### config.mk
export PLATFORM = sky130hd
export DESIGN_NAME = power_mode_control
export DESIGN_NICKNAME = d
export VERILOG_FILES = /design/src/rtl/pmc_pkg.sv /design/src/rtl/pmc_wake_sync.sv /design/src/rtl/pmc_serial_route.sv /design/src/rtl/power_mode_control.sv
export SDC_FILE = /design/constraint.sdc
export NUM_CORES = 1
export LEC_CHECK = 0
export BUFFER_PORTS_ARGS = -buffer_cell sky130_fd_sc_hd__buf_4
export CAP_MARGIN = 25
export CORE_MARGIN = 1.5
export CORE_UTILIZATION = 45
export CTS_CLUSTER_SIZE = 28
export DETAILED_ROUTE_END_ITERATION = 8
export GPL_ROUTABILITY_DRIVEN = 0
export PLACE_DENSITY = 0.75
export RECOVER_POWER = 50
export SYNTH_ARGS = -nofsm -noshare
export SYNTH_HDL_FRONTEND = slang
export SYNTH_SLANG_ARGS = --single-unit
### constraint.sdc
create_clock -name clk_i -period 1.8 [get_ports clk_i]
set_clock_uncertainty 0.15 [all_clocks]
set_input_delay 0.09 -clock clk_i [delete_from_list [all_inputs] [get_ports clk_i]]
set_output_delay 0.09 -clock clk_i [all_outputs]
set_load 0.01 [all_outputs]
### src/rtl/pmc_pkg.sv
/*
 * Shared constants for the power-mode control block: register offsets,
 * field positions, reset values and the reset-cause bit layout.
 * Assumes a byte-wide register port reached by address.
 */
`default_nettype none
package pmc_pkg;

    // ------------------------------------------------------------------
    // register map
    // ------------------------------------------------------------------
    localparam logic [7:0] POWER_CONTROL_ADDR = 8'h87;
    localparam logic [7:0] SERIAL_CONTROL_ADDR = 8'h98;

    // ------------------------------------------------------------------
    // power_control fields
    // ------------------------------------------------------------------
    localparam int BAUD_DOUBLE_POS = 7;
    localparam int FRAMING_SEL_POS = 6;
    localparam int RESERVED_POS = 5;
    localparam int COLD_FLAG_POS = 4;
    localparam int USER_HI_POS = 3;
    localparam int USER_LO_POS = 2;
    localparam int POWER_DOWN_POS = 1;
    localparam int IDLE_POS = 0;

    // ------------------------------------------------------------------
    // serial_control field steered by the select bit
    // ------------------------------------------------------------------
    localparam int SERIAL_TOP_POS = 7;

    // ------------------------------------------------------------------
    // reset values
    // ------------------------------------------------------------------
    localparam logic [7:0] POWER_CONTROL_POR = 8'h10;
    localparam logic [7:0] WARM_KEEP_MASK = 8'h1F;

    // ------------------------------------------------------------------
    // serial modes (two-bit mode field)
    // ------------------------------------------------------------------
    localparam logic [1:0] SERIAL_MODE_1 = 2'h1;
    localparam logic [1:0] SERIAL_MODE_2 = 2'h2;
    localparam logic [1:0] SERIAL_MODE_3 = 2'h3;

    typedef enum logic [1:0] {
        PM_RUN,
        PM_IDLE,
        PM_DOWN
    } power_mode_e;

endpackage : pmc_pkg

`default_nettype wire

### src/rtl/pmc_wake_sync.sv
/*
 * Three-stage synchroniser for asynchronous wake-up request pins.
 * Assumes inputs may change at any time relative to clk_i.
 */
`timescale 1ns/1ps
`default_nettype none

module pmc_wake_sync #(
    parameter int WIDTH = 4
) (
    // clock and reset
    input wire logic clk_i,
    input wire logic resetn_i,
    // raw and filtered levels
    input wire logic [WIDTH-1:0] async_i,
    output logic [WIDTH-1:0] level_o
);

    logic [WIDTH-1:0] meta_q;
    logic [WIDTH-1:0] sync2_q;
    logic [WIDTH-1:0] sync3_q;
    logic [WIDTH-1:0] level_q;

    if (WIDTH < 1) begin : g_bad_width
        $error("pmc_wake_sync: WIDTH must be at least 1");
    end

    always_ff @(posedge clk_i) begin
        if (!resetn_i) begin
            meta_q <= '0;
            sync2_q <= '0;
            sync3_q <= '0;
        end else begin
            meta_q <= async_i;
            sync2_q <= meta_q;
            sync3_q <= sync2_q;
        end
    end

    // a change counts only once the last two stages agree
    always_ff @(posedge clk_i) begin
        if (!resetn_i) begin
            level_q <= '0;
        end else begin
            level_q <= (sync2_q & sync3_q) | (level_q & (sync2_q | sync3_q));
        end
    end

    assign level_o = level_q;

endmodule // pmc_wake_sync

`default_nettype wire

### src/rtl/pmc_serial_route.sv
/*
 * Steering of serial control bit 7 between the mode bit and the framing
 * error flag, plus the baud doubling decision.
 * Assumes the serial port supplies its mode and baud source on clk_i.
 */
`timescale 1ns/1ps
`default_nettype none

module pmc_serial_route
    import pmc_pkg::*;
(
    // select inputs
    input wire logic framing_access_select_i,
    input wire logic baud_double_i,
    input wire logic [1:0] serial_mode_i,
    input wire logic timer1_baud_i,
    // bit 7 access from the register port
    input wire logic top_write_i,
    input wire logic top_wdata_i,
    input wire logic serial_mode_bit_i,
    input wire logic framing_error_flag_i,
    // steered results
    output logic mode_bit_we_o,
    output logic framing_we_o,
    output logic top_rdata_o,
    output logic baud_x2_o
);

    always_comb begin
        mode_bit_we_o = top_write_i & ~framing_access_select_i;
        framing_we_o = top_write_i & framing_access_select_i;
        top_rdata_o = framing_access_select_i ? framing_error_flag_i : serial_mode_bit_i;
    end

    // doubling applies to mode 2, and to modes 1/3 only on timer 1 baud
    always_comb begin
        baud_x2_o = 1'b0;
        if (baud_double_i) begin
            if (serial_mode_i == SERIAL_MODE_2) begin
                baud_x2_o = 1'b1;
            end else if ((serial_mode_i == SERIAL_MODE_1 || serial_mode_i == SERIAL_MODE_3)
                         && timer1_baud_i) begin
                baud_x2_o = 1'b1;
            end
        end
    end

    logic unused_wdata;
    assign unused_wdata = top_wdata_i;

endmodule // pmc_serial_route

`default_nettype wire

### src/rtl/power_mode_control.sv
/*
 * Power control register and power-mode sequencer: idle and power-down
 * entry, clock gating enables, interrupt wake-up, cold-reset flag, user
 * flags and serial-port bit-7 steering plus baud doubling.
 * Assumes the CPU core holds its PC while cpu_clk_en_o is low, and that
 * the interrupt controller runs the waking source's service routine and
 * returns to the next instruction once the core is released.
 */
// Design decision made here: the address-and-strobe port.
// Functional notes
// baud_double doubles baud in qualifying serial modes
// select bit steers serial bit 7 access
// power-on reset sets the cold-reset flag
// other resets leave cold-reset flag unchanged
// software clears cold-reset flag after reading
// two free software flags at bits 3,2
// power-down stops CPU and peripheral clocks
// power-down wake clears bit, runs wake routine
// after routine, resume after the entering instruction
// both bits set means power-down only
// idle stops CPU clock, peripherals keep running
// idle wake clears bit, runs wake routine
// after idle routine, continue at next instruction
// power-on reads 0x10; warm keeps low bits (here bits 4..2 kept, mode bits 1,0 cleared)
// reserved bit 5 reads zero, ignores writes
`timescale 1ns/1ps
`default_nettype none

module power_mode_control
    import pmc_pkg::*;
#(
    parameter int WAKE_SOURCES = 4
) (
    // clock and resets
    input wire logic clk_i,
    input wire logic resetn_i,
    input wire logic por_i,
    // register port
    input wire logic [7:0] addr_i,
    input wire logic [7:0] wdata_i,
    input wire logic wr_i,
    input wire logic rd_i,
    output logic [7:0] rdata_o,
    // wake-up sources
    input wire logic [WAKE_SOURCES-1:0] wake_irq_i,
    input wire logic [WAKE_SOURCES-1:0] wake_pin_i,
    // serial port side
    input wire logic [1:0] serial_mode_i,
    input wire logic timer1_baud_i,
    input wire logic serial_mode_bit_i,
    input wire logic framing_error_flag_i,
    output logic serial_mode_bit_we_o,
    output logic framing_error_we_o,
    output logic serial_top_wdata_o,
    output logic baud_x2_o,
    // clock enables and core handshake
    output logic cpu_clk_en_o,
    output logic periph_clk_en_o,
    output logic wake_service_o,
    output logic [WAKE_SOURCES-1:0] wake_source_o,
    output logic [1:0] power_mode_o
);

    if (WAKE_SOURCES < 1 || WAKE_SOURCES > 8) begin : g_bad_sources
        $error("power_mode_control: WAKE_SOURCES must be 1..8");
    end

    // ------------------------------------------------------------------
    // state
    // ------------------------------------------------------------------
    logic baud_double_q;
    logic framing_sel_q;
    logic cold_flag_q;
    logic user_hi_q;
    logic user_lo_q;
    logic power_down_q;
    logic idle_q;
    power_mode_e mode_q;
    power_mode_e mode_d;
    logic [7:0] rdata_q;
    logic wake_service_q;
    logic [WAKE_SOURCES-1:0] wake_source_q;
    logic [WAKE_SOURCES-1:0] pin_level;
    logic [WAKE_SOURCES-1:0] wake_any_vec;
    logic wake;
    logic pc_sel;
    logic sc_sel;
    logic serial_top_rd;
    logic [7:0] pc_read;

    assign pc_sel = addr_i == POWER_CONTROL_ADDR;
    assign sc_sel = addr_i == SERIAL_CONTROL_ADDR;

    // ------------------------------------------------------------------
    // wake sources: pins are asynchronous, interrupts are on clk_i
    // ------------------------------------------------------------------
    pmc_wake_sync #(
        .WIDTH(WAKE_SOURCES)
    ) u_sync (
        .clk_i(clk_i),
        .resetn_i(resetn_i),
        .async_i(wake_pin_i),
        .level_o(pin_level)
    );

    assign wake_any_vec = wake_irq_i | pin_level;
    assign wake = |wake_any_vec;

    // ------------------------------------------------------------------
    // serial bit-7 steering and baud doubling
    // ------------------------------------------------------------------
    pmc_serial_route u_route (
        .framing_access_select_i(framing_sel_q),
        .baud_double_i(baud_double_q),
        .serial_mode_i(serial_mode_i),
        .timer1_baud_i(timer1_baud_i),
        .top_write_i(wr_i & sc_sel),
        .top_wdata_i(wdata_i[SERIAL_TOP_POS]),
        .serial_mode_bit_i(serial_mode_bit_i),
        .framing_error_flag_i(framing_error_flag_i),
        .mode_bit_we_o(serial_mode_bit_we_o),
        .framing_we_o(framing_error_we_o),
        .top_rdata_o(serial_top_rd),
        .baud_x2_o(baud_x2_o)
    );

    assign serial_top_wdata_o = wdata_i[SERIAL_TOP_POS];

    // ------------------------------------------------------------------
    // serial control bits: warm reset clears them to zero
    // ------------------------------------------------------------------
    always_ff @(posedge clk_i) begin
        if (por_i) begin
            baud_double_q <= POWER_CONTROL_POR[BAUD_DOUBLE_POS];
            framing_sel_q <= POWER_CONTROL_POR[FRAMING_SEL_POS];
        end else if (!resetn_i) begin
            baud_double_q <= 1'b0;
            framing_sel_q <= 1'b0;
        end else if (wr_i && pc_sel) begin
            baud_double_q <= wdata_i[BAUD_DOUBLE_POS];
            framing_sel_q <= wdata_i[FRAMING_SEL_POS];
        end
    end

    // ------------------------------------------------------------------
    // cold-reset flag: power-on or a register write of 1 sets it
    // ------------------------------------------------------------------
    always_ff @(posedge clk_i) begin
        if (por_i) begin
            cold_flag_q <= POWER_CONTROL_POR[COLD_FLAG_POS]; // see R3
        end else if (!resetn_i) begin
            cold_flag_q <= cold_flag_q;
        end else if (wr_i && pc_sel) begin
            cold_flag_q <= wdata_i[COLD_FLAG_POS];
        end
    end

    // ------------------------------------------------------------------
    // user flags: storage only
    // ------------------------------------------------------------------
    always_ff @(posedge clk_i) begin
        if (por_i) begin
            user_hi_q <= POWER_CONTROL_POR[USER_HI_POS];
            user_lo_q <= POWER_CONTROL_POR[USER_LO_POS];
        end else if (!resetn_i) begin
            user_hi_q <= user_hi_q;
            user_lo_q <= user_lo_q;
        end else if (wr_i && pc_sel) begin
            user_hi_q <= wdata_i[USER_HI_POS];
            user_lo_q <= wdata_i[USER_LO_POS];
        end
    end

    // ------------------------------------------------------------------
    // mode bits: a wake clears them and wins over a same-cycle write,
    // since the core is stopped and cannot be writing then
    // ------------------------------------------------------------------
    always_ff @(posedge clk_i) begin
        if (por_i) begin
            power_down_q <= POWER_CONTROL_POR[POWER_DOWN_POS];
            idle_q <= POWER_CONTROL_POR[IDLE_POS];
        end else if (!resetn_i) begin
            // warm reset must release the core, so the mode bits drop
            power_down_q <= 1'b0;
            idle_q <= 1'b0;
        end else if (mode_q != PM_RUN && wake) begin
            power_down_q <= 1'b0;
            idle_q <= 1'b0; // see R12
        end else if (wr_i && pc_sel) begin
            power_down_q <= wdata_i[POWER_DOWN_POS];
            // idle written with power-down is dropped
            idle_q <= wdata_i[IDLE_POS] & ~wdata_i[POWER_DOWN_POS];
        end
    end

    // ------------------------------------------------------------------
    // mode sequencer
    // ------------------------------------------------------------------
    always_comb begin
        mode_d = mode_q;
        unique case (mode_q)
            PM_RUN: begin
                if (power_down_q) begin
                    mode_d = PM_DOWN;
                end else if (idle_q) begin
                    mode_d = PM_IDLE;
                end
            end
            PM_IDLE: begin
                if (wake) begin
                    mode_d = PM_RUN;
                end
            end
            PM_DOWN: begin
                if (wake) begin
                    mode_d = PM_RUN; // see R8
                end
            end
        endcase
    end

    always_ff @(posedge clk_i) begin
        if (!resetn_i || por_i) begin
            mode_q <= PM_RUN;
        end else begin
            mode_q <= mode_d;
        end
    end

    // the core holds its PC while stopped, so release resumes in order
    always_comb begin
        cpu_clk_en_o = (mode_q == PM_RUN); // see R7 see R11 see R9
        periph_clk_en_o = (mode_q != PM_DOWN); // see R7
        power_mode_o = mode_q;
    end

    // ------------------------------------------------------------------
    // wake report: one pulse naming the waking sources for the core
    // ------------------------------------------------------------------
    always_ff @(posedge clk_i) begin
        if (!resetn_i || por_i) begin
            wake_service_q <= 1'b0;
            wake_source_q <= '0;
        end else if (mode_q != PM_RUN && wake) begin
            wake_service_q <= 1'b1; // see R8
            wake_source_q <= wake_any_vec;
        end else begin
            wake_service_q <= 1'b0;
        end
    end

    assign wake_service_o = wake_service_q;
    assign wake_source_o = wake_source_q;

    // ------------------------------------------------------------------
    // read path
    // ------------------------------------------------------------------
    always_comb begin
        pc_read = 8'h00;
        pc_read[BAUD_DOUBLE_POS] = baud_double_q;
        pc_read[FRAMING_SEL_POS] = framing_sel_q;
        pc_read[RESERVED_POS] = 1'b0;
        pc_read[COLD_FLAG_POS] = cold_flag_q;
        pc_read[USER_HI_POS] = user_hi_q;
        pc_read[USER_LO_POS] = user_lo_q;
        pc_read[POWER_DOWN_POS] = power_down_q;
        pc_read[IDLE_POS] = idle_q;
    end

    // data stands one cycle after the strobe and only then
    always_ff @(posedge clk_i) begin
        if (!resetn_i || por_i) begin
            rdata_q <= 8'h00;
        end else if (rd_i && pc_sel) begin
            rdata_q <= pc_read;
        end else if (rd_i && sc_sel) begin
            rdata_q <= {serial_top_rd, 7'h00};
        end else begin
            rdata_q <= 8'h00;
        end
    end

    assign rdata_o = rdata_q;

endmodule // power_mode_control

`default_nettype wire

==> impl_metrics.toml <==
[synth]
ys_top_cells_by_count = "37 x dfxtp_1, 26 x nor2_1, 17 x and2_1"
synth_edf_count = 0
synth_area_leaders = "dfxtp_1 53%, and2_1 7.6%, nor2_1 7.0%"
synth_nets = 181
synthArstFlopShare_pct = 0
ys_ff_latch = 37
synthCells = 145
yosys.area.top_type_share_pct = 52.90
ys_warn_count = 0
yosys.area.top_type = "dfxtp_1"
synthesis.area_um2 = 1400
synth_cell_types = 30
synth.most_common_cell = "dfxtp_1"
avgSynthCellArea_um2 = 9.656
synth_ff_type = "dfxtp_1"
seq_area_frac_synth_pct = 52.90

[critical_path]
critPathMaxFanout = 19
crit_chain = "dlygate4sd3_1 > buf_6 > nand4_1 > mux2i_1 > nor2_1 > dlygate4sd3_1"
cp.arrival_ns = 1.81
cp-startpoint = "resetn_i"
critPathSlowestCell = "dlygate4sd3_1"
path_class = "primary input to flop"
crit_path_end_kind = "flop"
slowest_delay_ns = 0.55
worst_setup_path_start_kind = "primary input"
cp_common_cell = "dlygate4sd3_1"
r2r_start = "u_sync.level_o[2]"
worstPathRequired_ns = 1.89

[timing]
fin_crit_ns = 1.726
holdWs_ns = 0.03978
finalHoldViolations = 0
period_share_pct = 95.87
setup_viol = 0
rsz0062_at_grt = "false"
slew_viol_final = 0
fmax_mhz = 579.5
fin_tns_setup_ns = 0

[grt]
grt_max_degree = 20
grt_util_all_layers_pct = 20.06
grt_pass1_vias = 1206
globalRouteOverflowTotal = 0
antenna_found_initial = 0
grt_pass1_wl_mm = 5.181

[floorplan]
core_um2 = 3003
die_y_um = 58.78
die_w_um = 58.78
ios = 55
die-area_um2 = 3455
rows = 20
start_util_pct = 46.63

[route]
drtPass1Iterations = 4
drc = 0
met2RoutedLength_mm = 1.639
wl_met1_mm = 1.392
via_per_inst = 4.900
ant_nets = 0
wire_per_inst_um = 12.51
drt_iter0_markers = 53
route.met3.wl_um = 168
vias = 1274
wirelength_mm = 3.253
top_layer_used = "met4"

[clock_tree]
cts_tree = "done"
cts-root-buf = "clkbuf_4"
clkTransAtPathRegs_ns = 0.11
clock_latency_ns = 0.34
post_cts_buffers = 0
cts_sinks = 37
cts_buffers = 5
clockBufferDepth = 2
htree_levels = 2

[cells_and_area]
fin_nets = 262
drive_above_1_share_pct = 24.23
final_area_um2 = 2113
n_antenna_cell = 0
fillers = 251
area_growth_pct = 50.94

[hold_path]
min-delay-start = "framing_error_flag_i"
hold_class = "primary input to flop"

[power]
power_leakage_nw = 0.9022
p_per_area_nw_per_um2 = 748.6
ir_drop_mv = 0.5987

[run_status]
status = "complete, no violations"

[placement]
placed_area_um2 = 1809
dpl.hpwl_mm = 2.092
io_buffers = 52

[run]
drv_cap = 0
-- kinds of logic after synthesis --
| kind of cell | Yosys count | synth area share (%) |
|---|---|---|
| AO/OA/AOI/OAI | 19 | 9.294 |
| adder cells (fa/ha/maj) | 2 | 1.787 |
| buffers and inverters | 8 | 2.681 |
| flip-flops | 37 | 52.90 |
| multiplexers | 8 | 5.809 |
| other | 1 | 0.2678 |
| AND/OR/NAND/NOR | 70 | 27.26 |
-- power by group --
part	leakage [nW]	switching (W)	internal [W]
sequential	0.300	0.00000426	0.000829
combinational	0.558	0.0000468	0.0000981
clock	0.0445	0.000274	0.000330
total	0.902	0.000325	0.00126
-- repair_timing --
item,in CTS,in global routing
resized for setup,0,1
setup endpoints to repair,0,1
endpoints found under the hold margin,31,0
hold buffers,26,0
-- stage by stage --
step,instances,worst slack (ns),util [%],power (W)
after floorplan,145,0.3528,-,0.0008873
after global placement,226,0.2881,60.25,0.0009492
after detailed placement,226,0.2631,60.25,0.0009518
after CTS,260,0.07006,71.88,0.001593
after global routing,260,0.009125,70.38,0.001640
final,260,0.07443,70.38,0.001582
-- layout by cell type, fill, tap and decap left out, types with 2 or more instances in the layout --
master / n
a21boi_0: 4
a21oi_1: 7
and2_1: 16
and4bb_2: 2
buf_4: 37
clkbuf_1: 13
clkbuf_4: 6
dfxtp_1: 37
dlygate4sd3_1: 26
ha_1: 2
inv_1: 4
mux2i_1: 7
nand2_1: 10
nand2b_1: 2
nand4_1: 2
nor2_1: 26
nor2b_1: 2
nor3_1: 2
o21ai_0: 4
-- final cells by class --
cell class,instances,area (um2),share of cell area (%)
Clock buffer,6,51.30,2.427
Sequential cell,37,740.7,35.05
Inverter,4,15.01,0.7105
Clock inverter,2,37.54,1.776
Tap cell,33,41.29,1.954
Multi-Input combinational cell,100,621.8,29.43
Timing Repair Buffer,78,605.6,28.66
-- worst paths after layout --
| path | end | slack [ns] | depth (start not counted) |
|---|---|---|---|
| worst max-delay path | user_lo_q | 0.07 | 6 |
| worst min register to register | u_sync.sync2_q[2] | 0.29 | 1 |
| worst min-delay path | rdata_o[7] | 0.04 | 4 |
| worst max register to register | idle_q | 0.24 | 4 |
-- critical path, delay by kind of cell --
kind / cells / cell delay, ns
simple gates: 2 / 0.26
buf+inv: 3 / 1.24
mux: 1 / 0.21
-- sequential cells by signal, indices dropped and copies added (netlist names), 2 cells and up --
register / cells
rdata_o: 7
u_sync.level_o: 4
u_sync.meta_q: 4
u_sync.sync2_q: 4
u_sync.sync3_q: 4
wake_source_o: 4
power_mode_o: 2
-- metal layers --
| metal | global-route usage, % | vias up |
|---|---|---|
| met5 | 0 | - |
| met4 | 11.69 | 0 |
| met3 | 5.055 | 7 |
| met2 | 33.33 | 36 |
| met1 | 23.24 | 586 |
| li1 | - | 645 |
Note: power is estimated with default switching activity, not from simulation.
